File: src/rtl/afe_pkg.sv
package afe_pkg;
   // register map geometry
   localparam int unsigned ADDR_W = 5;
   localparam int unsigned REG_W = 24;
   localparam int unsigned NCH = 3;
   localparam logic [4:0] ADDR_STATUS = 5'h0C;
   localparam logic [4:0] ADDR_CFG0 = 5'h0D;
   localparam logic [4:0] MAP_FIRST = 5'h00;
   localparam logic [4:0] MAP_LAST = 5'h1F;
   localparam logic [4:0] DATA_TYPE_LAST = 5'h07;
   localparam logic [4:0] WR_FIRST = 5'h08;
   localparam logic [4:0] GROUP_MASK = 5'h18;
   // reset values
   localparam logic [23:0] STATUS_RST = 24'hA90007;
   localparam logic [23:0] CFG0_RST = 24'h386050;
   // status field positions
   localparam int unsigned ST_READ_LO = 22;
   localparam int unsigned ST_WRITE = 21;
   localparam int unsigned ST_FLOAT = 20;
   localparam int unsigned ST_MERGE = 19;
   localparam int unsigned ST_CRCW = 18;
   localparam int unsigned ST_DATAW_LO = 16;
   localparam int unsigned ST_CRCEN = 15;
   localparam int unsigned ST_INTEN = 14;
   // config zero field positions
   localparam int unsigned C0_OFFEN = 23;
   localparam int unsigned C0_GAINEN = 22;
   localparam int unsigned C0_IDLE_TONE_NOISE_LEVEL_LO = 20;
   localparam int unsigned C0_BIAS_LO = 18;
   localparam int unsigned C0_PRE_LO = 16;
   localparam int unsigned C0_OSR_LO = 13;
   localparam int unsigned C0_TRIM_LO = 0;
   // keys and counts
   localparam logic [7:0] LOCK_PASSWORD = 8'hA5;
   localparam logic [4:0] GAIN_DELAY_MODULATOR_DIGITAL_CLOCK = 5'd24;
   localparam logic [1:0] ANALOG_SAMPLE_CLOCK_PER_MODULATOR_DIGITAL_CLOCK = 2'd3;
   localparam logic [2:0] READY_PULSE_CYCLES = 3'd4;
   localparam logic [5:0] CRC_BITS_SHORT = 6'd16;
   localparam logic [5:0] CRC_BITS_LONG = 6'd32;
   // read pointer modes
   typedef enum logic [1:0] {
      AFE_RD_HOLD,
      AFE_RD_GROUP,
      AFE_RD_TYPE,
      AFE_RD_MAP
   } afe_rd_mode_e;
endpackage

File: src/rtl/afe_clk_div.sv
`timescale 1ns/1ps
`default_nettype none
module afe_clk_div
   import afe_pkg::*;
(
   input wire logic clk,
   input wire logic rst_n,
   input wire logic [1:0] presc,
   output logic analog_sample_clock_tick,
   output logic modulator_digital_clock_tick
);
   logic [2:0] div_q;
   logic [2:0] div_last;
   logic [1:0] dm_q;

   // divide by 1, 2, 4 or 8
   always_comb begin
      case (presc)
         2'b11: div_last = 3'd7;
         2'b10: div_last = 3'd3;
         2'b01: div_last = 3'd1;
         default: div_last = 3'd0;
      endcase
   end

   // analog sample clock tick
   always_ff @(posedge clk or negedge rst_n) begin
      if (!rst_n) begin
         div_q <= 3'd0;
         analog_sample_clock_tick <= 1'b0;
      end else if (div_q >= div_last) begin
         div_q <= 3'd0;
         analog_sample_clock_tick <= 1'b1;
      end else begin
         div_q <= div_q + 3'd1;
         analog_sample_clock_tick <= 1'b0;
      end
   end

   // modulator clock tick from analog ticks
   always_ff @(posedge clk or negedge rst_n) begin
      if (!rst_n) begin
         dm_q <= 2'd0;
         modulator_digital_clock_tick <= 1'b0;
      end else begin
         modulator_digital_clock_tick <= analog_sample_clock_tick && (dm_q == ANALOG_SAMPLE_CLOCK_PER_MODULATOR_DIGITAL_CLOCK);
         if (analog_sample_clock_tick) begin
            dm_q <= (dm_q == ANALOG_SAMPLE_CLOCK_PER_MODULATOR_DIGITAL_CLOCK) ? 2'd0 : dm_q + 2'd1;
         end
      end
   end
endmodule
`default_nettype wire

File: src/rtl/afe_ready_delay.sv
`timescale 1ns/1ps
`default_nettype none
module afe_ready_delay
   import afe_pkg::*;
(
   input wire logic clk,
   input wire logic rst_n,
   input wire logic conv_done,
   input wire logic gain_on,
   input wire logic dm_tick,
   output logic ready_pulse
);
   logic busy_q;
   logic [4:0] cnt_q;

   // hold a result for 24 modulator periods when gain correction is on
   always_ff @(posedge clk or negedge rst_n) begin
      if (!rst_n) begin
         busy_q <= 1'b0;
         cnt_q <= 5'd0;
         ready_pulse <= 1'b0;
      end else begin
         ready_pulse <= 1'b0;
         if (conv_done && !gain_on) begin
            ready_pulse <= 1'b1;
            busy_q <= 1'b0;
         end else if (conv_done) begin
            busy_q <= 1'b1;
            cnt_q <= 5'd0;
         end else if (busy_q && dm_tick) begin
            if (cnt_q == GAIN_DELAY_MODULATOR_DIGITAL_CLOCK - 5'd1) begin
               busy_q <= 1'b0;
               ready_pulse <= 1'b1;
            end else begin
               cnt_q <= cnt_q + 5'd1;
            end
         end
      end
   end
endmodule
`default_nettype wire

File: src/rtl/afe_status_config_regs.sv
// How it works
// - read pointer wraps over map, type, group, or holds, per read field
// - write pointer advances and wraps over writable map, or holds when bit clear
// - idle ready pin driven high when float bit set, else released
// - merge bit gives one pulse after the last channel, else one per channel
// - crc width bit selects 32-bit field with zero tail, else 16-bit
// - data width field formats words: sign-extend, zero-pad, 24-bit, rounded 16-bit
// - comm checksum enable appends checksum to each sequence, off at reset
// - with interrupt enabled a checksum error holds the ready pin low
// - interrupt clears when lock key equals password; software writes it
// - interrupt disabled: checksum still readable, no interrupt raised
// - one ready flag per channel in bits 2..0, 1 means not ready
// - reading the status register returns all ready flags to 1, except a channel whose new result arrives in that cycle
// - reading channel data leaves its ready flag alone
// - offset correction enable applies offset with no delay, off at reset
// - gain correction adds 24 modulator periods delay to the ready pulses only, not to sample_word
// - idle_tone_noise_level field sets strength: max, medium, min, off
// - bias field selects current: double, nominal, two thirds, half
// - prescaler field divides master clock by 8, 4, 2 or 1
// - three-bit ratio field selects oversampling 32 to 4096
`timescale 1ns/1ps
`default_nettype none
module afe_status_config_regs
   import afe_pkg::*;
(
   input wire logic clk,
   input wire logic rstn,
   input wire logic cmd_start,
   input wire logic [afe_pkg::ADDR_W-1:0] cmd_addr,
   input wire logic reg_wr,
   input wire logic [afe_pkg::REG_W-1:0] reg_wdata,
   input wire logic reg_rd,
   output logic [afe_pkg::REG_W-1:0] reg_rdata,
   output logic [afe_pkg::ADDR_W-1:0] addr_ptr,
   input wire logic [afe_pkg::NCH-1:0] conv_done,
   input wire logic checksum_error,
   input wire logic [7:0] lock_key,
   input wire logic [23:0] sample_in,
   output logic [31:0] sample_word,
   output logic [5:0] data_word_bits,
   output logic [5:0] crc_field_bits,
   output logic comm_checksum_enable,
   output logic offset_correction_enable,
   output logic gain_correction_enable,
   output logic [1:0] idle_tone_noise_level,
   output logic [1:0] bias_current_select,
   output logic [2:0] oversampling_ratio,
   output logic [7:0] reference_tempco_trim,
   output logic analog_sample_clock,
   output logic modulator_digital_clock,
   output logic config_int_pending,
   output logic conversion_ready_pin_out,
   output logic conversion_ready_pin_oe
);
   logic rst_s1_q;
   logic rst_n_q;
   logic [23:0] status_q;
   logic [23:0] cfg0_q;
   logic [NCH-1:0] ready_flags_q;
   logic [ADDR_W-1:0] ptr_q;
   logic [ADDR_W-1:0] ptr_d;
   logic wr_access;
   logic int_q;
   logic [NCH-1:0] chan_pulse;
   logic [NCH-1:0] pending_q;
   logic fire;
   logic [2:0] low_cnt_q;
   logic [ADDR_W-1:0] lo_bound;
   logic [ADDR_W-1:0] hi_bound;
   afe_rd_mode_e rd_mode;
   logic analog_sample_clock_tick;
   logic modulator_digital_clock_tick;

   // reset release through two flops
   always_ff @(posedge clk or negedge rstn) begin
      if (!rstn) begin
         rst_s1_q <= 1'b0;
         rst_n_q <= 1'b0;
      end else begin
         rst_s1_q <= 1'b1;
         rst_n_q <= rst_s1_q;
      end
   end

   assign rd_mode = afe_rd_mode_e'(status_q[ST_READ_LO +: 2]);
   // a write steps by the write rules, any other access by the read rules
   assign wr_access = reg_wr;

   // wrap window of the pointer for the current access kind
   always_comb begin
      lo_bound = MAP_FIRST;
      hi_bound = MAP_LAST;
      if (wr_access) begin
         lo_bound = WR_FIRST;
      end else begin
         case (rd_mode)
            AFE_RD_MAP: begin
               lo_bound = MAP_FIRST;
            end
            AFE_RD_TYPE: begin
               if (ptr_q <= DATA_TYPE_LAST) begin
                  hi_bound = DATA_TYPE_LAST;
               end else begin
                  lo_bound = DATA_TYPE_LAST + 5'd1;
               end
            end
            AFE_RD_GROUP: begin
               lo_bound = ptr_q & GROUP_MASK;
               hi_bound = (ptr_q & GROUP_MASK) | ~GROUP_MASK;
            end
            default: begin
               lo_bound = ptr_q;
               hi_bound = ptr_q;
            end
         endcase
      end
   end

   // next pointer after one word
   always_comb begin
      ptr_d = ptr_q;
      if (wr_access && !status_q[ST_WRITE]) begin
         ptr_d = ptr_q;
      end else if (!wr_access && rd_mode == AFE_RD_HOLD) begin
         ptr_d = ptr_q;
      end else if (ptr_q >= hi_bound) begin
         ptr_d = lo_bound;
      end else begin
         ptr_d = ptr_q + 5'd1;
      end
   end

   // address counter
   always_ff @(posedge clk or negedge rst_n_q) begin
      if (!rst_n_q) begin
         ptr_q <= MAP_FIRST;
      end else if (cmd_start) begin
         ptr_q <= cmd_addr;
      end else if (reg_wr) begin
         ptr_q <= ptr_d;
      end else if (reg_rd) begin
         ptr_q <= ptr_d;
      end
   end
   assign addr_ptr = ptr_q;

   // control fields of the status register
   always_ff @(posedge clk or negedge rst_n_q) begin
      if (!rst_n_q) begin
         status_q <= STATUS_RST;
      end else if (reg_wr && ptr_q == ADDR_STATUS) begin
         status_q[23:16] <= reg_wdata[23:16];
         status_q[ST_CRCEN] <= reg_wdata[ST_CRCEN];
         status_q[ST_INTEN] <= reg_wdata[ST_INTEN];
      end
   end

   // config zero register
   always_ff @(posedge clk or negedge rst_n_q) begin
      if (!rst_n_q) begin
         cfg0_q <= CFG0_RST;
      end else if (reg_wr && ptr_q == ADDR_CFG0) begin
         cfg0_q <= reg_wdata & 24'hFFE0FF;
      end
   end

   // per channel ready flags, a new result wins over a status read
   always_ff @(posedge clk or negedge rst_n_q) begin
      if (!rst_n_q) begin
         ready_flags_q <= 3'h7;
      end else begin
         for (int i = 0; i < NCH; i++) begin
            if (chan_pulse[i]) begin
               ready_flags_q[i] <= 1'b0;
            end else if (reg_rd && ptr_q == ADDR_STATUS) begin
               ready_flags_q[i] <= 1'b1;
            end
         end
      end
   end

   // read data, unused bits zero
   always_ff @(posedge clk or negedge rst_n_q) begin
      if (!rst_n_q) begin
         reg_rdata <= 24'h000000;
      end else if (reg_rd) begin
         case (ptr_q)
            ADDR_STATUS: reg_rdata <= {status_q[23:14], 11'h000, ready_flags_q};
            ADDR_CFG0: reg_rdata <= cfg0_q;
            default: reg_rdata <= 24'h000000;
         endcase
      end
   end

   // configuration checksum interrupt, set wins over clear
   always_ff @(posedge clk or negedge rst_n_q) begin
      if (!rst_n_q) begin
         int_q <= 1'b0;
      end else if (checksum_error && status_q[ST_INTEN]) begin
         int_q <= 1'b1;
      end else if (lock_key == LOCK_PASSWORD) begin
         int_q <= 1'b0;
      end
   end
   assign config_int_pending = int_q;

   // clock ticks and delayed per channel ready pulses
   afe_clk_div u_div (
      .clk(clk),
      .rst_n(rst_n_q),
      .presc(cfg0_q[C0_PRE_LO +: 2]),
      .analog_sample_clock_tick(analog_sample_clock_tick),
      .modulator_digital_clock_tick(modulator_digital_clock_tick)
   );
   assign analog_sample_clock = analog_sample_clock_tick;
   assign modulator_digital_clock = modulator_digital_clock_tick;

   for (genvar c = 0; c < NCH; c++) begin : g_dly
      afe_ready_delay u_dly (
         .clk(clk),
         .rst_n(rst_n_q),
         .conv_done(conv_done[c]),
         .gain_on(cfg0_q[C0_GAINEN]),
         .dm_tick(modulator_digital_clock_tick),
         .ready_pulse(chan_pulse[c])
      );
   end

   // merge channels into one pulse at the last arrival
   assign fire = status_q[ST_MERGE] ? &(pending_q | chan_pulse) : |chan_pulse;
   always_ff @(posedge clk or negedge rst_n_q) begin
      if (!rst_n_q) begin
         pending_q <= 3'h0;
      end else if (!status_q[ST_MERGE] || fire) begin
         pending_q <= 3'h0;
      end else begin
         pending_q <= pending_q | chan_pulse;
      end
   end

   // active low pulse length
   always_ff @(posedge clk or negedge rst_n_q) begin
      if (!rst_n_q) begin
         low_cnt_q <= 3'd0;
      end else if (fire) begin
         low_cnt_q <= READY_PULSE_CYCLES;
      end else if (low_cnt_q != 3'd0) begin
         low_cnt_q <= low_cnt_q - 3'd1;
      end
   end

   // ready pin drive
   always_ff @(posedge clk or negedge rst_n_q) begin
      if (!rst_n_q) begin
         conversion_ready_pin_out <= 1'b1;
         conversion_ready_pin_oe <= 1'b0;
      end else if (int_q || fire || low_cnt_q > 3'd1) begin
         conversion_ready_pin_out <= 1'b0;
         conversion_ready_pin_oe <= 1'b1;
      end else begin
         conversion_ready_pin_out <= 1'b1;
         conversion_ready_pin_oe <= status_q[ST_FLOAT];
      end
   end

   // output word formatting
   always_ff @(posedge clk or negedge rst_n_q) begin
      if (!rst_n_q) begin
         sample_word <= 32'h00000000;
      end else begin
         case (status_q[ST_DATAW_LO +: 2])
            2'b11: sample_word <= {{8{sample_in[23]}}, sample_in};
            2'b10: sample_word <= {sample_in, 8'h00};
            2'b01: sample_word <= {8'h00, sample_in};
            default: begin
               if (sample_in[7] && sample_in[23:8] != 16'h7FFF) begin
                  sample_word <= {16'h0000, sample_in[23:8] + 16'h0001};
               end else begin
                  sample_word <= {16'h0000, sample_in[23:8]};
               end
            end
         endcase
      end
   end

   // word widths for the serial framer
   always_comb begin
      case (status_q[ST_DATAW_LO +: 2])
         2'b11, 2'b10: data_word_bits = 6'd32;
         2'b01: data_word_bits = 6'd24;
         default: data_word_bits = 6'd16;
      endcase
   end
   assign crc_field_bits = status_q[ST_CRCW] ? CRC_BITS_LONG : CRC_BITS_SHORT;
   assign comm_checksum_enable = status_q[ST_CRCEN];

   // converter settings
   assign offset_correction_enable = cfg0_q[C0_OFFEN];
   assign gain_correction_enable = cfg0_q[C0_GAINEN];
   assign idle_tone_noise_level = cfg0_q[C0_IDLE_TONE_NOISE_LEVEL_LO +: 2];
   assign bias_current_select = cfg0_q[C0_BIAS_LO +: 2];
   assign oversampling_ratio = cfg0_q[C0_OSR_LO +: 3];
   assign reference_tempco_trim = cfg0_q[C0_TRIM_LO +: 8];
endmodule
`default_nettype wire

File: config.mk
export PLATFORM = sky130hd
export DESIGN_NAME = afe_status_config_regs
export DESIGN_NICKNAME = d
export VERILOG_FILES = /design/src/rtl/afe_pkg.sv /design/src/rtl/afe_clk_div.sv /design/src/rtl/afe_ready_delay.sv /design/src/rtl/afe_status_config_regs.sv
export SDC_FILE = /design/constraint.sdc
export NUM_CORES = 1
export LEC_CHECK = 0
export ABC_AREA = 0
export BUFFER_PORTS_ARGS = -buffer_cell sky130_fd_sc_hd__clkbuf_2
export CAP_MARGIN = 20
export CORE_AREA = 2 2 82 162
export DETAILED_ROUTE_END_ITERATION = 10
export DIE_AREA = 0 0 84 164
export GPL_ROUTABILITY_DRIVEN = 0
export GPL_TIMING_DRIVEN = 1
export PLACE_DENSITY = 0.77
export SETUP_SLACK_MARGIN = 0.05
export SYNTH_ARGS = -nofsm -noshare
export SYNTH_HDL_FRONTEND = slang
export SYNTH_SLANG_ARGS = --single-unit
File: constraint.sdc
create_clock -name clk -period 7.5 [get_ports clk]
set_input_delay 0.75 -clock clk [delete_from_list [all_inputs] [get_ports clk]]
set_output_delay 0.75 -clock clk [all_outputs]
set_load 0.02 [all_outputs]
Word level (Yosys, flattened, before mapping) --
Cells that the tools add are included.
Word-level totals: output and inout port bits 96, flip-flop bits (word level) 132
Cells by class: bitwise operators 4, reductions and logical operators 47, muxes and demuxes 66, equality and inequality tests 20, add/subtract/negate cells 8, order comparisons 4
Operator list (number):
- 32-bit one-hot mux with 3 select lines | 1
- 5-bit 2-to-1 mux | 18
- 24-bit one-hot mux with 2 select lines | 1
- 1-bit 2-to-1 mux | 34
- 5-bit one-hot mux with 3 select lines | 2
- 3-bit nonzero test | 8
- 5-bit by 1-bit adder with 5-bit output (second input constant) | 4
- 16-bit by 1-bit adder with 16-bit output (second input constant) | 1
- 16-bit 2-to-1 mux | 1
- 16-bit by 15-bit inequality test with 1-bit output (second input constant) | 1
- 2-bit nonzero test | 8
- 5-bit == test (second input constant) | 3
- 2-bit == test (second input constant) | 7
- 1-bit logical AND | 14
- 3-bit 2-to-1 mux | 4
- 6-bit one-hot mux with 2 select lines | 1
- 3-bit AND reduction | 4
- 5-bit by 4-bit == test with 1-bit output (second input constant) | 2
- 3-bit one-hot mux with 3 select lines | 1
- 8-bit == test (second input constant) | 1
- 2-bit by 1-bit == test with 1-bit output (second input constant) | 3
- 6-bit 2-to-1 mux | 1
- 2-bit inequality test (second input constant) | 3
- 2-bit AND reduction | 3
- 16 further kinds | 23

Logic depth before layout (Yosys ltp) --
Gate-level depths: netlist of run 1.
depth in word-level cells 11, mapped depth 12, gate-level depth less buffers 12

Hierarchy --
A second synthesis of run 1 with hierarchy kept.
Second synthesis, totals: cell total of the unflattened synthesis 608, area, all modules 6486.2 um^2
By module, submodules not included:
- afe_status_config_regs | instances 1, sequential area each 2496.1 um^2, area an instance 4942.2 um^2, cells an instance 460
- afe_ready_delay | instances 3, sequential area each 175.2 um^2, area an instance 397.9 um^2, cells an instance 40
- afe_clk_div | instances 1, sequential area each 175.2 um^2, area an instance 350.3 um^2, cells an instance 28

Worst setup path after synthesis of run 1 --
OpenSTA, ideal clock, no wires.
path kind reg2reg, start point reg ptr_q[0], in the netlist addr_ptr[0], end point reg ptr_q[0], in the netlist addr_ptr[0], required time 7375 ps, library setup time 125 ps, arrival time 2706 ps, stages on the path, launching flop included 11, setup slack 4669 ps, cells stage by stage dfrtp_1 ha_1 o311ai_0 o21a_1 a21oi_1 ha_1 a21o_1 a21oi_1 o21a_1 o21a_1 mux2_4
On the way: cells in the longest elaborated chain, start to end 11, elaborated cells on any way between the ends 14, classes of those cells 1 x add/sub; 2 x order compare; 11 x mux
RTL lines:
- from (decl) | line afe_status_config_regs.sv:60 | logic [ADDR_W-1:0] ptr_q;
- from (signal assigned) | line afe_status_config_regs.sv:138 | ptr_q <= cmd_addr;
- from (signal assigned) | line afe_status_config_regs.sv:140 | ptr_q <= ptr_d;
- from (signal assigned) | line afe_status_config_regs.sv:142 | ptr_q <= ptr_d;
- 5-bit by 3-bit <= comparator with 1-bit output | line afe_status_config_regs.sv:101 | if (ptr_q <= DATA_TYPE_LAST) begin
- 5-bit 2-to-1 mux | line afe_status_config_regs.sv:101
- 5-bit one-hot mux with 3 select lines | line afe_status_config_regs.sv:96 | case (rd_mode)
- 5-bit 2-to-1 mux | line afe_status_config_regs.sv:93 | if (wr_access) begin
- 5-bit >= comparator | line afe_status_config_regs.sv:126 | end else if (ptr_q >= hi_bound) begin
- 5-bit 2-to-1 mux | line afe_status_config_regs.sv:126
- 5-bit 2-to-1 mux | line afe_status_config_regs.sv:124 | end else if (!wr_access && rd_mode == AFE_RD_HOLD) begin
- 5-bit 2-to-1 mux (*) | line afe_status_config_regs.sv:122 | if (wr_access && !status_q[ST_WRITE]) begin
- 5-bit 2-to-1 mux | line afe_status_config_regs.sv:141 | end else if (reg_rd) begin
- 5-bit 2-to-1 mux (*) | line afe_status_config_regs.sv:139 | end else if (reg_wr) begin
- 5-bit 2-to-1 mux (*) | line afe_status_config_regs.sv:137 | end else if (cmd_start) begin
Every way passes the cells marked *; elsewhere a longest branch is shown, timed or not. The select of a mux whose other input is x is not followed. A chain may end at the register's enable or synchronous reset.

Worst setup path in the final report of run 1 --
start point reg status_q[22], in the netlist rd_mode[0], end point reg ptr_q[0], in the netlist addr_ptr[0]
On the way: cells in the longest elaborated chain, start to end 10, elaborated cells on any way between the ends 16, classes of those cells 1 x order compare; 3 x eq/ne; 10 x mux; 2 x reduce/logical
RTL lines:
- from (decl) | line afe_status_config_regs.sv:57 | logic [23:0] status_q;
- from (signal assigned) | line afe_status_config_regs.sv:152 | status_q[23:16] <= reg_wdata[23:16];
- from (signal, indexed assignment) | line afe_status_config_regs.sv:153 | status_q[ST_CRCEN] <= reg_wdata[ST_CRCEN];
- from (signal, indexed assignment) | line afe_status_config_regs.sv:154 | status_q[ST_INTEN] <= reg_wdata[ST_INTEN];
- 2-bit by 1-bit == test with 1-bit output / 2-bit == test (equally long branches) | line afe_status_config_regs.sv:96
- 5-bit one-hot mux with 3 select lines | line afe_status_config_regs.sv:96
- 5-bit 2-to-1 mux | line afe_status_config_regs.sv:93
- 5-bit >= comparator | line afe_status_config_regs.sv:126
- 5-bit 2-to-1 mux | line afe_status_config_regs.sv:126
- 5-bit 2-to-1 mux (*) | line afe_status_config_regs.sv:124
- 5-bit 2-to-1 mux (*) | line afe_status_config_regs.sv:122
- 5-bit 2-to-1 mux | line afe_status_config_regs.sv:141
- 5-bit 2-to-1 mux (*) | line afe_status_config_regs.sv:139
- 5-bit 2-to-1 mux (*) | line afe_status_config_regs.sv:137
Marked as above.

==> results of run 1 <==
==> metal layers <==
metal | routed length, um | up-vias | part of all wire | track usage
met5 | 0 | - | 0 | 0
li1 | - | 2342 | - | -
met2 | 8700 | 200 | 0.56 | 0.435
met3 | 868 | 38 | 0.056 | 0.0508
met4 | 451 | 0 | 0.029 | 0.109
met1 | 5430 | 2455 | 0.35 | 0.232
==> flip-flops by register name (all words and copies together), names as in the netlist, 5 cells and up <==
name and count:
reg_rdata 19, cfg0_q 19, addr_ptr 5, status_q 7, sample_word 32, g_dly.u_dly.cnt_q 15
==> metrics by stage <==
stage                     utilization  cell area, um2  power, mW
after floorplan                     -            6450       1.91
after global placement          0.560            7040       2.15
after detailed placement        0.560            7040       2.21
after CTS                       0.608            7640       3.05
after global routing            0.609            7640       3.22
final                           0.609            7640       3.03
==> logic make-up after synthesis <==
kind of cell | synth area share
AO/OA/AOI/OAI | 0.133
multiplexers | 0.0693
buffers and inverters | 0.0691
XOR/XNOR | 0.0273
AND/OR/NAND/NOR | 0.153
adder cells (fa/ha/maj) | 0.0488
other | 0.00117
flip-flops | 0.499
==> area by class of cell <==
class	instances	area share
tap	150	0.0246
sequential	127	0.419
clock inverter	15	0.0228
inverter	24	0.0118
clock buffer	17	0.0557
multi-input combinational	407	0.368
timing repair buffer	150	0.0989
==> final timing paths <==
| path | startpoint | end | slack (ns) |
|---|---|---|---|
| worst max-delay path | rd_mode[0] | addr_ptr[0] | 4.29 |
| worst min register to register | rst_s1_q | rst_n_q | 0.35 |
| worst min-delay path | rstn | rst_n_q | 0.12 |
| min in group clk | rst_s1_q | rst_n_q | 0.35 |
| max in group asynchronous | rst_n_q | sample_word[22] | 5.74 |
| worst max register to register | rd_mode[0] | addr_ptr[0] | 4.29 |
==> cells in the final DEF, fill, tap and decap left out, types with 8 or more instances in the layout <==
cell type | netlist | final
dfrtp_1 | 112 | 111
clkbuf_16 | 0 | 17
a22oi_1 | 19 | 19
ha_1 | 25 | 25
xor2_1 | 14 | 14
dfstp_2 | 15 | 15
a22o_1 | 9 | 9
nand4_1 | 8 | 8
mux2i_1 | 8 | 8
nor2_1 | 49 | 49
nand2b_1 | 9 | 9
conb_1 | 2 | 13
mux2_2 | 27 | 27
a21oi_1 | 42 | 42
o21ai_0 | 17 | 17
clkbuf_2 | 0 | 148
inv_1 | 23 | 23
nand3_1 | 23 | 23
nand2_1 | 40 | 40
==> power groups by stage <==
stage	Sequential (mW)	Combinational, mW	Clock, mW
floorplan	1.22	0.682	0
global placement	1.15	1.00	0
detailed placement	1.17	1.04	0
CTS	1.16	1.05	0.847
global route	1.20	1.15	0.878
finish	1.16	1.05	0.830
==> worst register-to-register path: stages (launching register included) <==
cell and delay (ns):
dfrtp_1 0.44, inv_1 0.14, ha_1 0.20, inv_1 0.05, o311ai_0 0.47, o21a_1 0.19
a21oi_1 0.05, ha_1 0.31, a21o_1 0.22, a21oi_1 0.24, o21a_1 0.25, o21a_1 0.22
mux2_4 0.31
==> results_dict.tcl, run 1 <==
set metrics [dict create \
    status "complete, no violations" \
    p_clk_frac 0.274 \
    pwr-share-comb 0.345 \
    die_y_um 164 \
    synth_seq_cells 127 \
    ys_seq_area_frac 0.499 \
    cpMaxStageDelayCell "o311ai_0" \
    syn-cell-area_mm2 0.00641 \
    grt_start_max_net_pins 71 \
    grt_pass1_wl_um 24800 \
    grt_pass1_vias 5149 \
    cts_setup_buffers 0 \
    track_usage 0.228 \
    path_max_fanout 5 \
    wirelength_um 15500 \
    maxSlewViolCount 0 \
    avgViaCountPerCell 5.66 \
    setup_tns_ns 0 \
    synth_ff_type "dfrtp_1" \
    cts_buffers 17 \
    tritoncts "done" \
    path_buf_inv 2 \
    powerDensity_mw_per_mm2 397 \
    rsz0062_at_grt "false" \
    final-seq-area_mm2 0.00320 \
    fillerInstances 1062 \
    crit_cells 12 \
    gr-total-overflow 0 \
    drtIter0Drc 256 \
    setup_ws_ns 4.29 \
    drtPass1Iterations 5 \
    intPower_mw 1.85 \
    die_x_um 84 \
    switching_share 0.391 \
    setup_viol 0 \
    yosys-top-cells-area "dfrtp_1 (44%), dfstp_2 (6.1%), ha_1 (4.9%)" \
    htree_num_levels 4 \
    root_buffer "clkbuf_16" \
    worst_clock_skew_ns 0.0108 \
    cp-end-kind "register" \
    vias 5035 \
    p_seq_frac 0.381 \
    fin_nets 822 \
    diodes 0 \
    synthArstFlopShare 1.00 \
    period_needed_ns 3.21 \
    post-route-drc-count 0 \
    port_buffers 148 \
    area.growth.synth_to_final_pct 19.3 \
    startpoint_type "register" \
    drive_above_1_share 0.335 \
    dp.cells 857 \
    initial_core_util 0.510 \
    hold_slack_ns 0.118 \
    cts_resized 0 \
    cellLeakagePower_nw 3.68 \
    synth_cell_types 72 \
    clock_path_buffers 2 \
    ios 166 \
    relSlewSlack 0.383 \
    hold_path_class "in -> async" \
    critPathArrivalTime_ns 3.50 \
    worstMarginPinSlew_ns 0.926 \
    cts_sinks 127 \
    cp.required_ns 7.79 \
    yosysMostFrequentCell "dfrtp_1" \
    max-cap-violations 0 \
    ant_nets 0 \
    irDropWorstVdd_mv 0.231 \
    synth_edf_count 0 \
    fp-row-count 58 \
    pre_cts_ws_ns 4.34 \
    post-route-period-util 0.428 \
    wl_per_cell_um 17.4 \
    fmax_mhz 311 \
    reg2reg_depth 12 \
    hold_viol 0 \
    postSynthCellCount 604 \
    multi_input_area_mm2 0.00281 \
    p_sw_mw 1.19 \
    dp_hpwl_um 11300 \
    clk_latency_ns 0.41 \
    synth_area_per_cell_um2 10.6 \
    fin_cells 890 \
    yosys.area.top_type "dfrtp_1" \
    fp.coreArea_mm2 0.0126 \
    path_class "reg -> reg" \
    critPathMostFrequentCell "o21a_1" \
    antenna_found_initial 0 \
    crit_family "compound AO/OA/AOI/OAI gates" \
    yosysWarnings 0 \
    yosys-top-cells-count "dfrtp_1 (112), nor2_1 (49), a21oi_1 (42)" \
    path_clk_slew_ns 0.06 \
    ctsHoldBuffers 0 \
    synth.top_cell.area_share 0.437 \
    crit_path_cell_trace "inv_1 -> ha_1 -> inv_1 -> o311ai_0 -> o21a_1 -> a21oi_1 -> ha_1 -> a21o_1 -> a21oi_1 -> o21a_1 -> o21a_1 -> mux2_4" \
    slowest_delay_ns 0.47 \
    die_area_mm2 0.0138 \
]
Power figures use the tool's default switching activity.
==> run 2: changes to the inputs <==
ABC_AREA = 1   (was 0)
CORE_AREA = 2 2 86 170   (was 2 2 82 162)
DIE_AREA = 0 0 88 172   (was 0 0 84 164)
PLACE_DENSITY = 0.75   (was 0.77)
clock period = 2.7 ns   (was 7.5 ns; I/O delays follow)
==> run 2 against run 1 <==
Net effect: via count rose by 15%; sequential power rose to 2.6 times the previous value; synthesized cell count is 31% higher; die area increased by 9.9%; first-iteration DRC count up 17%; largest cell class unchanged.
==> results_dict.tcl, run 2 <==
set metrics [dict create \
    startpoint_type "register" \
    hold_end "sample_word[3]" \
    ys_seq_area_frac 0.490 \
    synth_adder_area_share 0.0480 \
    dp.cells 1105 \
    path_max_fanout 6 \
    path_clk_slew_ns 0.06 \
    slowest_delay_ns 0.56 \
    irDropWorstVdd_mv 0.559 \
    r2r_start "rd_mode[1]" \
    syn-cell-area_mm2 0.00652 \
    hold_path_class "in -> reg" \
    whs_path_depth 3 \
    worst_clock_skew_ns 0.00953 \
    path_class "reg -> reg" \
    grt_pass1_vias 5765 \
    fp-row-count 61 \
    cp-end-kind "register" \
    synth_edf_count 0 \
    fin_nets 1034 \
    gr-total-overflow 0 \
    grt_pass1_wl_um 26500 \
    synth_compound_area_frac 0.115 \
    die_area_mm2 0.0151 \
    fp.coreArea_mm2 0.0138 \
    pre_cts_ws_ns 0.0877 \
    largest_register "sample_word" \
    port_buffers 148 \
    die_x_um 88 \
    grt_start_max_net_pins 42 \
    top_regs "sample_word (32), cfg0_q (19), reg_rdata (19)" \
    mostFrequentLayoutCells "nand2_1 (205), clkbuf_2 (148), dfrtp_1 (111)" \
    max-cap-violations 0 \
    synth_seq_cells 127 \
    reg2reg_depth 12 \
    yosys-top-cells-count "nand2_1 (207), dfrtp_1 (112), inv_1 (107)" \
    critPathArrivalTime_ns 2.85 \
    synth_area_per_cell_um2 8.24 \
    setup_ws_ns 0.194 \
    powerDensity_mw_per_mm2 1060 \
    cpMaxStageDelayCell "dfstp_2" \
    ios 166 \
    final-seq-area_mm2 0.00320 \
    tritoncts "done" \
    final_common_cell "nand2_1" \
    cts_sinks 127 \
    critPathMostFrequentCell "nand2_1" \
    hold_viol 0 \
    track_usage 0.228 \
    cts_buffers 17 \
    ant_nets 0 \
    avgViaCountPerCell 5.07 \
    setup_viol 0 \
    die_y_um 172 \
    multi_input_area_mm2 0.00263 \
    synth.top_cell.area_share 0.430 \
    drive_above_1_share 0.242 \
    hp-start "sample_in[3]" \
    setup_tns_ns 0 \
    maxSlewViolCount 0 \
    diodes 0 \
    largest_reg_flops 32 \
    status "complete, no violations" \
    dp_hpwl_um 12400 \
    post-route-drc-count 0 \
    root_buffer "clkbuf_16" \
    vias 5782 \
    yosys-top-cells-area "dfrtp_1 (43%), nand2_1 (12%), inv_1 (6.2%)" \
    rsz0062_at_grt "false" \
    fin_cells 1141 \
    rrSetupSlack_ns 0.19 \
    fmax_mhz 399 \
    area.growth.synth_to_final_pct 22.8 \
    synth_top_family_by_area "simple AND/OR/NAND/NOR gates" \
    initial_core_util 0.472 \
    r2r-end "addr_ptr[0]" \
    worstMarginPinSlew_ns 0.562 \
    clk_latency_ns 0.41 \
    drtIter0Drc 299 \
    post-route-period-util 0.928 \
    synth_xor_area_frac 0.0175 \
    crit_path_cell_trace "inv_2 -> ha_2 -> or2_2 -> a21oi_1 -> ha_1 -> and3_1 -> nand2_1 -> nand2_2 -> buf_4 -> o21ai_0 -> nand3_1 -> nand2_1" \
    period_needed_ns 2.51 \
    wirelength_um 16700 \
    clock_path_buffers 2 \
    yosysMostFrequentCell "nand2_1" \
    fillerInstances 1287 \
    antenna_found_initial 0 \
    wl_per_cell_um 14.6 \
    synth.area.mux_share 0.00173 \
    synth_ff_type "dfrtp_1" \
    synth_cell_types 39 \
    drtPass1Iterations 5 \
    yosysWarnings 0 \
    relSlewSlack 0.622 \
    synthArstFlopShare 1.00 \
    htree_num_levels 4 \
    synthSimpleGateAreaFrac 0.212 \
    post-route-util 0.579 \
    yosys.area.top_type "dfrtp_1" \
    cellLeakagePower_nw 4.29 \
    postSynthCellCount 791 \
    cp.required_ns 3.05 \
]
run 2: cell types whose count changed in the layout (fill, tap and decap cells not counted), moves of 9 or more:
cell	previous run	this run
a22o_1	9	0
o22ai_1	1	13
inv_1	23	106
nand3_1	23	54
mux2_2	27	1
nand2_1	40	205
buf_4	2	19
a22oi_1	19	0
a21oi_1	42	33
nand2b_1	9	0
o21ai_0	17	61
run 2: area by class of cell:
| cell class | count | area share |
|---|---|---|
| Tap cell | 189 | 0.0295 |
| Clock buffer | 18 | 0.0536 |
| Clock inverter | 14 | 0.0227 |
| Inverter | 109 | 0.0514 |
| Timing Repair Buffer | 169 | 0.114 |
| Sequential cell | 127 | 0.400 |
| Multi-Input combinational cell | 515 | 0.329 |
run 2: worst max path at each step:
stage / from / to / slack, ns / cells past startpoint
global placement: rd_mode[1] / addr_ptr[2] / 0.18 / 13
floorplan: addr_ptr[0] / addr_ptr[1] / 0.26 / 16
finish: rd_mode[1] / addr_ptr[0] / 0.19 / 12
detailed placement: rd_mode[1] / addr_ptr[2] / 0.09 / 13
global route: addr_ptr[1] / addr_ptr[1] / 0.04 / 16
CTS: rd_mode[1] / addr_ptr[2] / 0.08 / 13
run 2: where the power goes:
| part | leakage [nW] | internal (mW) | switching [mW] |
|---|---|---|---|
| clock | 0.295 | 1.47 | 0.881 |
| combinational | 2.41 | 1.06 | 2.01 |
| sequential | 1.58 | 2.61 | 0.417 |
run 2: logic make-up (layout without fill, tap and decap cells):
family | count (synthesis) | in the layout
compound gates | 132 | 132
xor+xnor | 13 | 13
fa+ha+maj | 25 | 25
buf+inv | 160 | 310
flops | 127 | 127
mux | 1 | 1
other cells | 2 | 13
simple gates | 331 | 331
run 2: critical path: cells and delay by family, from the launching register on:
family / cells / cell delay (ns)
AO/OA/AOI/OAI: 2 / 0.31
adder cells (fa/ha/maj): 2 / 0.44
buffers and inverters: 2 / 0.22
flip-flops: 1 / 0.56
AND/OR/NAND/NOR: 6 / 0.90
run 2: metrics by stage:
stage / power (mW) / instance area (um2) / hold slack, ns
5_1_grt: 9.00 / 8000 / 0.0632
3_5_place_dp: 6.07 / 7350 / 0.0589
6_report: 8.45 / 8000 / 0.0789
2_1_floorplan: 5.12 / 6560 / -0.0256
3_3_place_gp: 5.99 / 7350 / 0.0567
4_1_cts: 8.47 / 7970 / 0.0644
run 2: routing by layer:
| metal | vias to the layer above | part of all wire | global-route usage |
|---|---|---|---|
| li1 | 2810 | - | - |
| met1 | 2699 | 0.35 | 0.224 |
| met4 | 0 | 0.049 | 0.145 |
| met2 | 222 | 0.55 | 0.422 |
| met3 | 51 | 0.053 | 0.0425 |
| met5 | - | 0 | 0 |
run 2: timing repair:
item / 4_1_cts / 5_1_grt
gates resized for setup: 0 / 6
setup buffers: 0 / 3
setup endpoints to repair: 0 / 5
endpoints found under the hold margin: 2 / 0
hold buffers: 1 / 0
==> run 3: changes to the inputs <==
ABC_AREA = default   (was 1)
CORE_AREA = 2 2 85 169   (was 2 2 86 170)
DIE_AREA = 0 0 87 171   (was 0 0 88 172)
SKIP_LAST_GASP = 1   (was default)
==> run 3 against run 2 <==
Net effect: the flow now finishes with violations (negative setup slack); register-to-register slack worse by 0.21 ns; non-clock buffer count fell by 3; design area shrank 1.5%; hold slack lost 0.011 ns; largest cell class unchanged; largest power group unchanged.
==> results_dict.tcl, run 3 (synthesis results as in run 1) <==
set metrics [dict create \
    status "finished, violations left" \
    violations "negative setup slack" \
    grt_pass1_wl_um 23400 \
    period_needed_ns 2.72 \
    use_met3 0.0555 \
    powerDensity_mw_per_mm2 1110 \
    cts_buffers 17 \
    drtPass1Iterations 5 \
    fin_nets 838 \
    ant_nets 0 \
    cpMaxStageDelayCell "dfstp_2" \
    setup_viol 1 \
    post-route-period-util 1.01 \
    cellLeakagePower_nw 3.76 \
    wirelength_um 14600 \
    track_usage 0.199 \
    hold_slack_ns 0.0678 \
    critPathArrivalTime_ns 3.02 \
    busiest_layer "met2" \
    mostFrequentLayoutCells "clkbuf_2 (148), dfrtp_1 (109), nor2_1 (49)" \
    die_y_um 171 \
    irDropWorstVdd_mv 0.666 \
    die_area_mm2 0.0149 \
    max-cap-violations 0 \
    met2_usage 0.321 \
    rsz0062_at_grt "true" \
    fp.coreArea_mm2 0.0137 \
    initial_core_util 0.469 \
    slowest_delay_ns 0.59 \
    fin_cells 913 \
    final_cell_area_mm2 0.00788 \
    port_buffers 148 \
    vias 5010 \
    drtIter0Drc 240 \
    multi_input_area_mm2 0.00290 \
    worst_clock_skew_ns 0.00632 \
    top_regs "sample_word (32), cfg0_q (19), reg_rdata (19)" \
    cts_sinks 127 \
    clk_latency_ns 0.41 \
    finalPower_mw 8.71 \
    grt_pass1_vias 4806 \
    grt_util_met1 0.255 \
    hold_path_class "in -> reg" \
    gr-total-overflow 0 \
    cp.required_ns 3.00 \
    crit_family "compound AO/OA/AOI/OAI gates" \
    setup_ws_ns -0.0200 \
    diodes 0 \
    largest_register "sample_word" \
    path_class "reg -> reg" \
    fillerInstances 1133 \
    dp.cells 874 \
    cp-end-kind "register" \
    path_buf_inv 1 \
    avgViaCountPerCell 5.49 \
    final_common_cell "clkbuf_2" \
    ios 166 \
    hold_viol 0 \
    die_x_um 87 \
    dpl-instance-area_mm2 0.00715 \
    clock_path_buffers 2 \
    worstMarginPinSlew_ns 0.703 \
    path_max_fanout 4 \
    htree_num_levels 4 \
    dp_hpwl_um 9960 \
    drive_above_1_share 0.370 \
    maxSlewViolCount 0 \
    tritoncts "done" \
    crit_path_cell_trace "inv_2 -> ha_2 -> or2_2 -> a21oi_2 -> ha_1 -> a21o_1 -> a21oi_2 -> o21a_1 -> o21a_1 -> mux2_4" \
    area.growth.synth_to_final_pct 23.0 \
    path_clk_slew_ns 0.06 \
    pre_cts_ws_ns -0.0915 \
    startpoint_type "register" \
    wl_per_cell_um 15.9 \
    antenna_found_initial 0 \
    rrSetupSlack_ns -0.02 \
    post-route-drc-count 0 \
    largest_reg_flops 32 \
    fmax_mhz 368 \
    root_buffer "clkbuf_16" \
    final-seq-area_mm2 0.00320 \
    grt_start_max_net_pins 58 \
    relSlewSlack 0.531 \
    fp-row-count 61 \
]
[run 3: final cells by class]
cell class              count  area share
clock buffers              18      0.0557
clock inverters            14      0.0211
inverters                  24      0.0114
multi-input cells         407       0.367
flip-flops and latches    127       0.406
well taps                 157      0.0249
repair buffers            166       0.113
[run 3: path summary, 6_finish.rpt]
kind,start,endpoint,depth (start not counted)
max,rd_mode[1],addr_ptr[0],10
min,reg_wdata[5],cfg0_q[5],2
max reg2reg,rd_mode[1],addr_ptr[0],10
min reg2reg,rst_n_q,u_div.dm_q[1],0
max in group asynchronous,rst_n_q,ready_flags_q[1],1
min in group asynchronous,rstn,rst_n_q,2
[run 3: power breakdown]
| part | switching, mW | internal (mW) |
|---|---|---|
| registers | 0.527 | 2.60 |
| logic | 1.93 | 1.34 |
| clock network | 0.842 | 1.47 |
[run 3: layer usage]
layer	up-vias	wire (um)
met1	2434	5950
met4	0	226
met5	-	0
met3	18	1150
li1	2373	-
met2	185	7230
[run 3: worst register-to-register path, stage by stage, from the launching register on]
cell and delay, ns:
dfstp_2 0.59, inv_2 0.07, ha_2 0.19, or2_2 0.33, a21oi_2 0.14, ha_1 0.25
a21o_1 0.21, a21oi_2 0.18, o21a_1 0.16, o21a_1 0.19, mux2_4 0.31
[run 3: what timing repair did]
item	4_1_cts	5_1_grt
pin swaps	5	9
endpoints found under the setup margin	5	5
hold buffers	1	0
setup buffers	3	3
hold endpoints to repair	2	0
resized for setup	9	7
[run 3: per-stage QoR]
step	TNS [ns]	util
detailed placement	-0.169	0.523
floorplan	0	-
global route	-0.254	0.577
global placement	0	0.523
finish	-0.0200	0.577
CTS	0	0.572
